**config.mk**
```make
export PLATFORM = sky130hd
export DESIGN_NAME = pfl_fault_logic
export DESIGN_NICKNAME = d
export VERILOG_FILES = /design/src/verilog/pfl_fault_logic.v
export VERILOG_INCLUDE_DIRS = /design/src /design/src/verilog
export SDC_FILE = /design/constraint.sdc
export NUM_CORES = 1
export LEC_CHECK = 0
export BUFFER_PORTS_ARGS = -buffer_cell sky130_fd_sc_hd__buf_4
export CORE_MARGIN = 10
export CORE_UTILIZATION = 49
export CTS_CLUSTER_DIAMETER = 30
export CTS_CLUSTER_SIZE = 24
export DETAILED_ROUTE_END_ITERATION = 10
export GPL_TIMING_DRIVEN = 0
export PLACE_DENSITY = 0.68
export SKIP_CTS_REPAIR_TIMING = 1
export SYNTH_ARGS = -nofsm -noshare
export SYNTH_HDL_FRONTEND = slang
export SYNTH_SLANG_ARGS = --single-unit
```
**constraint.sdc**
```tcl
create_clock -name i_clk -period 7.01 [get_ports i_clk]
set_input_delay 0.701 -clock i_clk [delete_from_list [all_inputs] [get_ports i_clk]]
set_output_delay 0.701 -clock i_clk [all_outputs]
set_load 0.05 [all_outputs]
```
**src/verilog/pfl_map.vh**
```
// Constants for the power switch fault logic: offsets, fields, resets and timing.
`ifndef PFL_MAP_VH
`define PFL_MAP_VH

`define PFL_CLK_MHZ          200
`define PFL_ADDR_CTRL        8'h00
`define PFL_ADDR_ALERT       8'h04
`define PFL_ADDR_STATUS      8'h08
`define PFL_ADDR_FAULT       8'h0c

`define PFL_CTRL_RST         5'h10
`define PFL_ALERT_RST        6'h00
`define PFL_FAULT_RST        7'h00

`define PFL_CTRL_SWON        3
`define PFL_CTRL_PGCFG       4
`define PFL_FAULT_PINOUT     6

`define PFL_FILT_US          2
`define PFL_ISUP_US          1
`define PFL_CB_US            20
`define PFL_RETRY_MS         100
`define PFL_COOL_S           5
`define PFL_FILT_CYC         (`PFL_FILT_US * `PFL_CLK_MHZ)
`define PFL_ISUP_CYC         (`PFL_ISUP_US * `PFL_CLK_MHZ)
`define PFL_CB_CYC           (`PFL_CB_US * `PFL_CLK_MHZ)
`define PFL_RETRY_CYC        (`PFL_RETRY_MS * 1000 * `PFL_CLK_MHZ)
`define PFL_COOL_CYC         (`PFL_COOL_S * 1000000 * `PFL_CLK_MHZ)
`define PFL_SHORT_CODE       8'h0b

`endif
```
**src/verilog/pfl_fault_logic.v**
```verilog
// Fault supervision, gate decision and alert pin logic of the power switch.
//
// Added by the designer: the strobed register port and the address map.
`timescale 1ns/1ps
`include "pfl_map.vh"

module pfl_fault_logic #(
   parameter integer CB_CYC    = `PFL_CB_CYC,
   parameter integer RETRY_CYC = `PFL_RETRY_CYC,
   parameter integer COOL_CYC  = `PFL_COOL_CYC,
   parameter [7:0]   SHORT_CODE = `PFL_SHORT_CODE
) (
   input  wire       i_clk,
   input  wire       i_rst,
   input  wire       i_ce,
   input  wire [7:0] i_addr,
   input  wire [7:0] i_wdata,
   input  wire       i_wr,
   input  wire       i_rd,
   output reg  [7:0] o_rdata,
   input  wire       i_on,
   input  wire       i_board_present_n,
   input  wire       i_high_input_comparator,
   input  wire       i_supply_high,
   input  wire       i_low_input_comparator,
   input  wire       i_supply_low,
   input  wire       i_internal_supply_low,
   input  wire       i_overcurrent_event,
   input  wire       i_output_feedback_low,
   input  wire       i_cooldown_done,
   input  wire       i_gate_drive_ok,
   input  wire       i_timer_strap,
   input  wire       i_adc_valid,
   input  wire [7:0] i_adc_sense,
   input  wire       i_ara_won,
   input  wire       i_addressed,
   output reg        o_gate_on,
   output reg        o_fast_off,
   output reg        o_power_good_pin_oe_n,
   output reg        o_alert_pin_oe_n,
   output reg        o_ara_respond
);

   localparam integer NS = 11;
   localparam integer NQ = 10;

   // Qualification length of each filtered condition.
   function [31:0] qlim;
      input integer k;
      begin
         case (k)
            3:       qlim = `PFL_ISUP_CYC;
            5:       qlim = CB_CYC;
            6, 7, 8: qlim = RETRY_CYC;
            9:       qlim = COOL_CYC;
            default: qlim = `PFL_FILT_CYC;
         endcase
      end
   endfunction

   wire [NS-1:0] raw_in;
   reg  [NS-1:0] sync1;
   reg  [NS-1:0] sync2;
   reg  [NS-1:0] sync3;
   wire [NQ-1:0] qcond;
   wire [NQ-1:0] qual;
   reg  [NQ-1:0] qual_d;
   wire [NQ-1:0] qrise;

   reg  [2:0] retry;
   reg        switch_on;
   reg        pg_cfg;
   reg  [5:0] alert_en;
   reg  [5:0] faults;
   reg        alert_pin_output_bit;
   reg  [5:0] pending;
   reg        overvoltage_present_flag;
   reg        undervoltage_present_flag;
   reg        power_bad_present_flag;
   reg        board_present_flag;
   reg        ov_hold;
   reg        uv_hold;
   reg        oc_wait;
   reg        strap;
   reg  [1:0] por_cnt;

   reg  [5:0] next_faults;
   reg  [5:0] next_pending;
   reg        next_switch_on;
   reg        next_gate;

   assign raw_in = {i_gate_drive_ok, i_cooldown_done, i_output_feedback_low,
                    i_overcurrent_event, i_internal_supply_low, i_supply_low,
                    i_low_input_comparator, i_supply_high, i_high_input_comparator,
                    i_board_present_n, i_on};

   wire s_on     = sync2[0];
   wire s_pres_n = sync2[1];
   wire s_ov     = sync2[2] | sync2[3];
   wire s_uv     = sync2[4];
   wire s_fb_low = sync2[8];
   wire s_cool   = sync2[9];
   wire por_chk  = (por_cnt == 2'h1);
   // Edges count only once the third stage holds a real sample, so reset fakes none.
   wire edge_ok  = (por_cnt == 2'h0);
   wire on_rise  = edge_ok & sync2[0] & ~sync3[0];
   wire on_fall  = edge_ok & ~sync2[0] & sync3[0];
   wire pres_chg = edge_ok & (sync2[1] ^ sync3[1]);
   wire insert   = edge_ok & ~sync2[1] & sync3[1];

   // Two-stage synchronisers; a third stage feeds the edge detectors.
   always @(posedge i_clk) begin
      if (i_rst) begin
         sync1 <= {NS{1'b0}};
         sync2 <= {NS{1'b0}};
         sync3 <= {NS{1'b0}};
      end else if (i_ce) begin
         sync1 <= raw_in;
         sync2 <= sync1;
         sync3 <= sync2;
      end
   end

   assign qcond[0] = s_ov;
   assign qcond[1] = s_uv;
   assign qcond[2] = sync2[5];
   assign qcond[3] = sync2[6];
   assign qcond[4] = s_fb_low & o_gate_on & sync2[10];
   assign qcond[5] = sync2[7] & o_gate_on;
   assign qcond[6] = ~s_ov;
   assign qcond[7] = ~s_uv;
   assign qcond[8] = ~s_pres_n;
   assign qcond[9] = oc_wait & strap;

   // Each qualifier counts while its condition holds and restarts when it drops.
   genvar g;
   generate
      for (g = 0; g < NQ; g = g + 1) begin : g_qual
         reg [31:0] cnt;
         reg        hit;
         always @(posedge i_clk) begin
            if (i_rst) begin
               cnt <= 32'h0;
               hit <= 1'b0;
            end else if (i_ce) begin
               if (!qcond[g]) begin
                  cnt <= 32'h0;
                  hit <= 1'b0;
               end else if (cnt >= qlim(g)) begin
                  hit <= 1'b1;
               end else begin
                  cnt <= cnt + 32'h1;
               end
            end
         end
         assign qual[g] = hit;
      end
   endgenerate

   assign qrise = qual & ~qual_d;

   wire wr_ctrl  = i_wr & (i_addr == `PFL_ADDR_CTRL);
   wire wr_alert = i_wr & (i_addr == `PFL_ADDR_ALERT);
   wire wr_fault = i_wr & (i_addr == `PFL_ADDR_FAULT);

   wire [5:0] present_mask = {2'b00, power_bad_present_flag, 1'b0,
                              undervoltage_present_flag, overvoltage_present_flag};
   wire       short_seen   = i_adc_valid & ~o_gate_on & (i_adc_sense >= SHORT_CODE);
   wire       alert_clr    = (i_ara_won & o_ara_respond) | i_addressed;
   wire [5:0] fault_set;

   assign fault_set[0] = qrise[0];
   assign fault_set[1] = qrise[1] | (por_chk & s_uv);
   assign fault_set[2] = qrise[5];
   assign fault_set[3] = qrise[4];
   assign fault_set[4] = pres_chg;
   assign fault_set[5] = short_seen;

   always @* begin
      next_faults = faults;
      if (wr_fault)
         next_faults = i_wdata[5:0] | (faults & present_mask);
      if (insert)
         next_faults = next_faults & (6'h10 | present_mask);
      next_faults = next_faults | fault_set;
   end

   // An alert is owed once per fresh rising of a fault bit.
   always @* begin
      next_pending = pending & next_faults;
      if (alert_clr)
         next_pending = 6'h00;
      next_pending = next_pending | (next_faults & ~faults);
   end

   always @* begin
      next_switch_on = switch_on;
      if (wr_ctrl)
         next_switch_on = i_wdata[`PFL_CTRL_SWON];
      if (on_rise)
         next_switch_on = 1'b1;
      if (on_fall)
         next_switch_on = 1'b0;
      if (qrise[8])
         next_switch_on = s_on;
   end

   always @* begin
      next_gate = next_switch_on & board_present_flag & ~s_pres_n;
      if (ov_hold | uv_hold | oc_wait)
         next_gate = 1'b0;
      if (qual[0] | qual[1] | qual[2] | qual[3] | qual[5])
         next_gate = 1'b0;
      if (|(faults[2:0] & ~retry))
         next_gate = 1'b0;
   end

   always @(posedge i_clk) begin
      if (i_rst) begin
         retry     <= 3'h0;
         switch_on <= 1'b0;
         pg_cfg    <= 1'b1;
         alert_en  <= `PFL_ALERT_RST;
         alert_pin_output_bit <= 1'b0;
      end else if (i_ce) begin
         switch_on <= next_switch_on;
         if (wr_ctrl) begin
            retry  <= i_wdata[2:0];
            pg_cfg <= i_wdata[`PFL_CTRL_PGCFG];
         end
         if (wr_alert)
            alert_en <= i_wdata[5:0];
         if (wr_fault)
            alert_pin_output_bit <= i_wdata[`PFL_FAULT_PINOUT];
      end
   end

   // Strap is sampled once, after the synchronisers have filled.
   always @(posedge i_clk) begin
      if (i_rst) begin
         por_cnt <= 2'h3;
         strap   <= 1'b0;
      end else if (i_ce) begin
         if (por_cnt != 2'h0)
            por_cnt <= por_cnt - 2'h1;
         if (por_chk)
            strap <= i_timer_strap;
      end
   end

   always @(posedge i_clk) begin
      if (i_rst) begin
         qual_d  <= {NQ{1'b0}};
         faults  <= 6'h00;
         pending <= 6'h00;
         overvoltage_present_flag  <= 1'b0;
         undervoltage_present_flag <= 1'b0;
         power_bad_present_flag    <= 1'b0;
         board_present_flag        <= 1'b0;
         ov_hold <= 1'b0;
         uv_hold <= 1'b0;
         oc_wait <= 1'b0;
      end else if (i_ce) begin
         qual_d  <= qual;
         faults  <= next_faults;
         pending <= next_pending;
         if (qual[0])
            overvoltage_present_flag <= 1'b1;
         else if (!s_ov)
            overvoltage_present_flag <= 1'b0;
         if (qual[1])
            undervoltage_present_flag <= 1'b1;
         else if (!s_uv)
            undervoltage_present_flag <= 1'b0;
         if (qual[4])
            power_bad_present_flag <= 1'b1;
         else if (!s_fb_low)
            power_bad_present_flag <= 1'b0;
         if (insert)
            board_present_flag <= 1'b1;
         else if (s_pres_n)
            board_present_flag <= 1'b0;
         // A hold ends after the quiet time; with retry off the latched fault
         // keeps the gate off until software or a board insertion clears it, so the switch never
         // stays stuck off once the condition and the fault are gone and any overcurrent cool-down (oc_wait) has ended.
         if (qual[0])
            ov_hold <= 1'b1;
         else if (qual[6])
            ov_hold <= 1'b0;
         if (qual[1])
            uv_hold <= 1'b1;
         else if (qual[7])
            uv_hold <= 1'b0;
         if (qrise[5])
            oc_wait <= 1'b1;
         else if (strap ? qual[9] : s_cool)
            oc_wait <= 1'b0;
      end
   end

   always @(posedge i_clk) begin
      if (i_rst) begin
         o_gate_on  <= 1'b0;
         o_fast_off <= 1'b0;
         o_power_good_pin_oe_n <= 1'b1;
         o_alert_pin_oe_n      <= 1'b1;
         o_ara_respond         <= 1'b0;
      end else if (i_ce) begin
         o_gate_on  <= next_gate;
         o_fast_off <= qual[2] | qual[3];
         o_power_good_pin_oe_n <= ~(pg_cfg & (power_bad_present_flag | qual[4]));
         o_alert_pin_oe_n <= ~(|(next_pending & alert_en) | alert_pin_output_bit);
         o_ara_respond    <= |(next_pending & alert_en);
      end
   end

   // Read data stand only in the cycle after the strobe.
   always @(posedge i_clk) begin
      if (i_rst) begin
         o_rdata <= 8'h00;
      end else if (i_ce) begin
         o_rdata <= 8'h00;
         if (i_rd) begin
            case (i_addr)
               `PFL_ADDR_CTRL:
                  o_rdata <= {3'b000, pg_cfg, switch_on, retry};
               `PFL_ADDR_ALERT:
                  o_rdata <= {2'b00, alert_en};
               `PFL_ADDR_STATUS:
                  o_rdata <= {2'b00, o_gate_on, board_present_flag,
                              power_bad_present_flag, 1'b0,
                              undervoltage_present_flag, overvoltage_present_flag};
               `PFL_ADDR_FAULT:
                  o_rdata <= {1'b0, alert_pin_output_bit, faults};
               default:
                  o_rdata <= 8'h00;
            endcase
         end
      end
   end

endmodule // pfl_fault_logic

```
==> run_results.csv, run 1 <==
group,metric,value,unit
status,run_status,"completed",
route,final_antenna_net_count,0,
placed_design,port_buffers,54,
power_and_ir_drop,p_leak,0.00822,uW
setup_path,cp-start-kind,"primary input",
sta,setup_viol,0,
synthesis,synth_seq_cells,405,
floorplan,core_area,0.0347,mm2
final_layout,n_antenna_cell,0,
synthesis,synth_top_area_share,0.468,
setup_path,critPathRequiredTime,7.55,ns
floorplan,rows,68,
synthesis,synth_cells,1991,
job,max_cap_violations,0,
synthesis,synth_fp_nets,2057,
route,dr_total_vias,15447,
cts,clock_latency,0.61,ns
setup_path,cpMaxStageDelayCell,"clkbuf_1",
grt,antenna_found_initial,0,
setup_path,critPathTopFamily,"buffers and inverters",
cts,cts-root-buf,"clkbuf_16",
sta,final.setup.tns,0,ns
cts,clock_path_buffers,3,
power_and_ir_drop,p_total,7160,uW
sta,finalHoldViolations,0,
route,drc_errors,0,
hold_path,hp-class,"in2reg",
synthesis,avgSynthCellArea,8.70,um2
synthesis,synth_area_leaders,"dfxtp_1, and2_1, nor2_1, a21oi_1, nand2_1",
route,drtIter0Drc,1138,
grt,grt_usage,0.211,
setup_path,worstPathMaxFanout,10,
cts,htreeDepth,3,
setup_path,criticalPathCategory,"in2reg",
setup_path,setup.worst_path.end,"g_qual[0].hit",
synthesis,syn_area,0.0173,mm2
placed_design,dpl_cell_area,0.0183,mm2
grt,grt_pass1_wl,77.0,mm
route,wire_per_inst,17.6,um
route,vias_per_cell,5.78,
placed_design,hpwl,31.9,mm
grt,grt_max_degree,14,
setup_path,path_cells,"buf_4, clkbuf_1, clkbuf_1, clkbuf_1, clkbuf_1, clkbuf_1, o21ai_0, a21oi_1",
cts,cts_buffers,92,
sta,worst_pin_slew,1.01,ns
sta,timing.fmax,272,MHz
cts,cts_sinks,405,
setup_path,cpMostUsedCell,"clkbuf_1",
sta,rsz0062_at_grt,"no",
floorplan,start_util,0.499,
grt,grt_pass1_vias,15020,
setup_path,critPathBufInv,6,
route,routed_wl,47.0,mm
sta,slew_headroom,0.330,
sta,clock_skew,0.0239,ns
final_layout,nets,2205,
setup_path,r2r_slack,4.35,ns
synthesis,yosysTopAreaCell,"dfxtp_1",
synthesis,synth_flop_cell,"dfxtp_1",
setup_path,cp.depth,8,
setup_path,r2r_end,"g_qual[5].cnt[9]",
synthesis,synth_edf_count,0,
synthesis,post-synth-top-count-cell,"dfxtp_1",
sta,fin_crit,3.67,ns
synthesis,yosysSeqAreaShare,0.468,
final_layout,synthToLayoutAreaGrowth,25.4,%
setup_path,crit_path_end_kind,"flop",
synthesis,synth_cell_types,78,
cts,cts.clk_slew.worst_paths,0.05,ns
floorplan,die_x,208,um
setup_path,rr_worst_depth,6,
grt,grt-ovfl-total,0,
setup_path,max_stage_delay,0.63,ns
final_layout,final_layout_size_suffix_gt1_frac,0.115,
cts,cts_tree,"done",
floorplan,die_area,0.0433,mm2
power_and_ir_drop,ir_drop,0.228,mV
power_and_ir_drop,p_per_area,329,mW/mm2
synthesis,synth_warnings,0,
floorplan,num_io_pins,57,
floorplan,die_y,208,um
sta,drv_slew,0,
sta,min_period_over_period,0.524,
route,first_pass_iters,5,
synthesis,async_flop_share,0,
setup_path,worstSetupStartpoint,"i_ce",
setup_path,r2r-start,"g_qual[5].cnt[27]",
synthesis,yosys-top-cells-count,"dfxtp_1, nor2_1, a21oi_1",
setup_path,critPathArrivalTime,4.22,ns
placed_design,place_congestion,0.959,
final_layout,final_area,0.0217,mm2
==> flip-flops by register name, indices dropped and copies added (netlist names), 6 cells and up <==
register    flops
o_rdata         7
sync1          11
alert_en        6
g_qual.cnt    320
pending         6
g_qual.hit     10
faults          6
sync2          11
==> logic make-up after synthesis <==
logic type | share of synthesized area
mux | 0.0301
compound gates | 0.152
other cells | 0.000216
xor+xnor | 0.0238
fa+ha+maj | 0.0159
flops | 0.468
buf+inv | 0.0318
simple gates | 0.279
==> report_power, final <==
part	switching [uW]	internal, uW	total [uW]
clock	1440	3170	4610
sequential	14.8	2330	2340
combinational	146	63.8	210
==> stage by stage <==
stage	setup slack (ns)	instances	hold slack, ns	utilization
after floorplan	4.52	1991	0.420	-
after global placement	2.80	2500	0.433	0.527
after detailed placement	2.84	2500	0.438	0.527
after CTS	3.45	2674	0.320	0.625
after global routing	3.31	2674	0.354	0.626
final	3.34	2674	0.346	0.626
==> worst min-delay path by stage <==
stage	startpoint	cells after the start	to	slack, ns
floorplan	g_qual[6].cnt[30]	1	g_qual[6].cnt[30]	0.42
global placement	g_qual[6].cnt[30]	1	g_qual[6].cnt[30]	0.43
detailed placement	g_qual[6].cnt[29]	1	g_qual[6].cnt[29]	0.44
CTS	i_supply_high	3	sync1[3]	0.32
global route	i_overcurrent_event	3	sync1[7]	0.35
finish	i_supply_high	3	sync1[3]	0.35
==> worst reg2reg max path: cells and delay by family (launching register included) <==
| family | cells | cell delay (ns) |
|---|---|---|
| AOI/OAI and AO/OA | 1 | 0.65 |
| and+or+nand+nor | 5 | 1.66 |
| DFF | 1 | 0.30 |
==> cells in the final DEF, fill, tap and decap left out, drive strengths merged, types with 15 or more instances in the layout <==
cell,count
clkbuf,175
buf,76
o21ai,99
nor2,207
nor3,46
ha,22
nor4,48
or3,53
and2,134
or4,41
and3,40
and4,22
a21oi,141
o31ai,16
a22oi,15
mux2i,42
dfxtp,405
o211ai,18
bufinv,16
o21a,25
xor2,37
a31oi,16
nand2,138
clkinv,25
nand4,56
inv,66
nand3,83
==> metal layers <==
| layer | up-vias | GRT usage | share of wire | wire [um] |
|---|---|---|---|---|
| met1 | 7349 | 0.275 | 0.45 | 21400 |
| met4 | 0 | 0.0964 | 0.033 | 1570 |
| met3 | 99 | 0.0433 | 0.063 | 2970 |
| li1 | 7539 | - | - | - |
| met2 | 460 | 0.329 | 0.45 | 21100 |
| met5 | - | 0 | 0 | 0 |
==> cell type report <==
class | count | area (um2)
clock buffers | 107 | 2490
fillers | 2878 | 13000
flip-flops and latches | 405 | 8110
well taps | 455 | 569
clock inverters | 67 | 920
repair buffers | 54 | 405
inverters | 54 | 203
plain buffers | 90 | 348
multi-input cells | 1442 | 8680
Note: power is estimated with default switching activity, not from simulation.
==> inputs of run 2 (changes only) <==
--- a/config.mk
+++ b/config.mk
@@ -13,7 +13,7 @@
 export CTS_CLUSTER_SIZE = 24
 export DETAILED_ROUTE_END_ITERATION = 10
 export GPL_TIMING_DRIVEN = 0
-export PLACE_DENSITY = 0.68
+export PLACE_DENSITY = 0.71
 export SKIP_CTS_REPAIR_TIMING = 1
 export SYNTH_ARGS = -nofsm -noshare
 export SYNTH_HDL_FRONTEND = slang
==> constraint.sdc (replaced) <==
create_clock -name i_clk -period 3.2 [get_ports i_clk]
set_input_delay 0.32 -clock i_clk [delete_from_list [all_inputs] [get_ports i_clk]]
set_output_delay 0.32 -clock i_clk [all_outputs]
set_load 0.05 [all_outputs]
==> run 2 against run 1 <==
Net effect:
- the flow now finishes with violations (hold timing)
- clock skew fell by 0.0071 ns
- routed wire length decreased by 0.85%
- core utilization is 0.71 points lower
- critical path depth is the same
- sequential cell count did not move
- non-clock buffer count rose by 5
- critical path type unchanged
- highest routed layer unchanged
==> run_results.csv, run 2 (synthesized netlist as in run 1, its figures left out) <==
group,metric,value,unit
final_layout,layout.cells.non_filler,2664,
placed_design,hpwl,32.0,mm
setup_path,max_stage_delay,0.65,ns
grt,grt_max_degree,12,
setup_path,cpMaxStageDelayCell,"clkbuf_1",
setup_path,setup.worst_path.end,"g_qual[0].hit",
power_and_ir_drop,p_sw_frac,0.215,
route,wire_per_inst,17.5,um
power_and_ir_drop,seqPwrFrac,0.341,
route,final_antenna_net_count,0,
sta,fin_crit,3.08,ns
status,run_status,"finished with violations",
cts,clock_latency,0.59,ns
setup_path,cp-start-kind,"primary input",
cts,cts_tree,"done",
cts,cts-root-buf,"clkbuf_16",
sta,finalHoldViolations,1,
final_layout,layout_commonest_cell,"dfxtp_1",
setup_path,critPathArrivalTime,3.61,ns
power_and_ir_drop,p_per_area,700,mW/mm2
setup_path,r2r-start,"g_qual[5].cnt[27]",
cts,htreeDepth,3,
final_layout,finish.utilization,0.619,
placed_design,post-place-cells,2501,
floorplan,num_io_pins,57,
sta,timing.fmax,324,MHz
floorplan,die_x,208,um
sta,fin_hold_ws,-0.0116,ns
cts,cts_sinks,405,
setup_path,r2r_slack,0.60,ns
placed_design,place_congestion,0.957,
grt,grt_pass1_wl,75.8,mm
power_and_ir_drop,p_leak,0.00813,uW
final_layout,nets,2202,
setup_path,cp.depth,8,
power_and_ir_drop,ir_drop,0.644,mV
route,first_pass_iters,6,
setup_path,r2r_end,"g_qual[5].cnt[9]",
cts,clock_path_buffers,3,
sta,worst_pin_slew,0.908,ns
route,routed_wl,46.6,mm
route,vias_per_cell,5.82,
route,drc_errors,0,
power_and_ir_drop,p_sw,3230,uW
power_and_ir_drop,p_clk_frac,0.628,
final_layout,reg_top3,"g_qual.cnt (320), sync1 (11), sync2 (11)",
setup_path,worstPathMaxFanout,10,
final_layout,synthToLayoutAreaGrowth,24.0,%
setup_path,rr_worst_depth,6,
setup_path,path_cells,"buf_4, clkbuf_1, clkbuf_2, clkbuf_2, clkbuf_1, clkbuf_1, o21ai_0, a21oi_1",
sta,drv_slew,0,
floorplan,rows,68,
sta,rsz0062_at_grt,"no",
setup_path,crit_path_end_kind,"flop",
status,violations,"hold timing",
cts,cts_buffers,84,
grt,grt_usage,0.208,
route,drtIter0Drc,1351,
hold_path,hp-class,"in2reg",
sta,clock_skew,0.0168,ns
setup_path,critPathTopFamily,"buffers and inverters",
setup_path,critPathRequiredTime,3.73,ns
grt,grt_pass1_vias,14852,
floorplan,core_area,0.0347,mm2
cts,cts.clk_slew.worst_paths,0.05,ns
power_and_ir_drop,p_comb_frac,0.031,
setup_path,cpMostUsedCell,"clkbuf_1",
power_and_ir_drop,p_int,11800,uW
setup_path,critPathBufInv,6,
floorplan,die_y,208,um
job,max_cap_violations,0,
final_layout,largest-register,"g_qual.cnt",
sta,slew_headroom,0.390,
sta,min_period_over_period,0.963,
grt,antenna_found_initial,1,
route,dr_total_vias,15504,
final_layout,largest_reg_flops,320,
final_layout,final_layout_size_suffix_gt1_frac,0.107,
final_layout,mostFrequentLayoutCells,"dfxtp_1, nor2_1, a21oi_1",
floorplan,start_util,0.499,
grt,grt-ovfl-total,0,
setup_path,worstSetupStartpoint,"i_ce",
placed_design,port_buffers,54,
floorplan,die_area,0.0433,mm2
setup_path,criticalPathCategory,"in2reg",
sta,setup_viol,0,
## run 2: cell type report
type / instances / area (um2)
tap: 455 / 569
clock buffer: 108 / 2380
antenna: 1 / 2.50
buffer: 90 / 350
sequential: 405 / 8110
inverter: 54 / 203
timing repair buffer: 59 / 450
clock inverter: 50 / 742
multi-input combinational: 1442 / 8670
fill: 2881 / 13200
## run 2: per-stage QoR
step	total power, uW	cell area [um2]	hold WS (ns)	TNS [ns]	worst slack (ns)
3_5_place_dp	5670	18300	0.437	-36.27	-0.892
4_1_cts	15100	21400	-0.0334	-1.19	-0.292
3_3_place_gp	5660	18300	0.432	-29.24	-0.856
5_1_grt	15400	21500	0.0000684	0	0.0109
6_report	15000	21500	-0.0116	0	0.117
2_1_floorplan	5470	17300	0.420	0	1.01
## run 2: how the worst min path moves through the flow
stage / endpoint / slack (ns) / startpoint / depth (start not counted)
5_1_grt: sync1[0] / 0.00007 / i_on / 3
6_report: sync1[3] / -0.01 / i_supply_high / 3
4_1_cts: sync1[5] / -0.03 / i_supply_low / 3
3_5_place_dp: g_qual[8].cnt[28] / 0.44 / g_qual[8].cnt[28] / 1
3_3_place_gp: g_qual[6].cnt[30] / 0.43 / g_qual[6].cnt[30] / 1
2_1_floorplan: g_qual[6].cnt[30] / 0.42 / g_qual[6].cnt[30] / 1
## run 2: layer usage
layer  vias to the layer above  track usage  share of wire
li1                       7531            -              -
met1                      7358        0.270           0.44
met2                       510        0.328           0.45
met3                       105       0.0398          0.073
met4                         0       0.0971          0.033
met5                         -            0              0
## run 2: power groups by stage
stage               registers (uW)  logic (uW)  clock network (uW)
finish                        5130         466                9430
global route                  5130         501                9810
CTS                           5130         455                9540
detailed placement            5220         451                   0
global placement              5220         442                   0
floorplan                     5220         256                   0
## run 2: worst reg2reg max path: cells and delay by family, from the launching register on
family,cells,cell delay (ns)
AND/OR/NAND/NOR,5,1.59
AO/OA/AOI/OAI,1,0.65
flip-flops,1,0.30
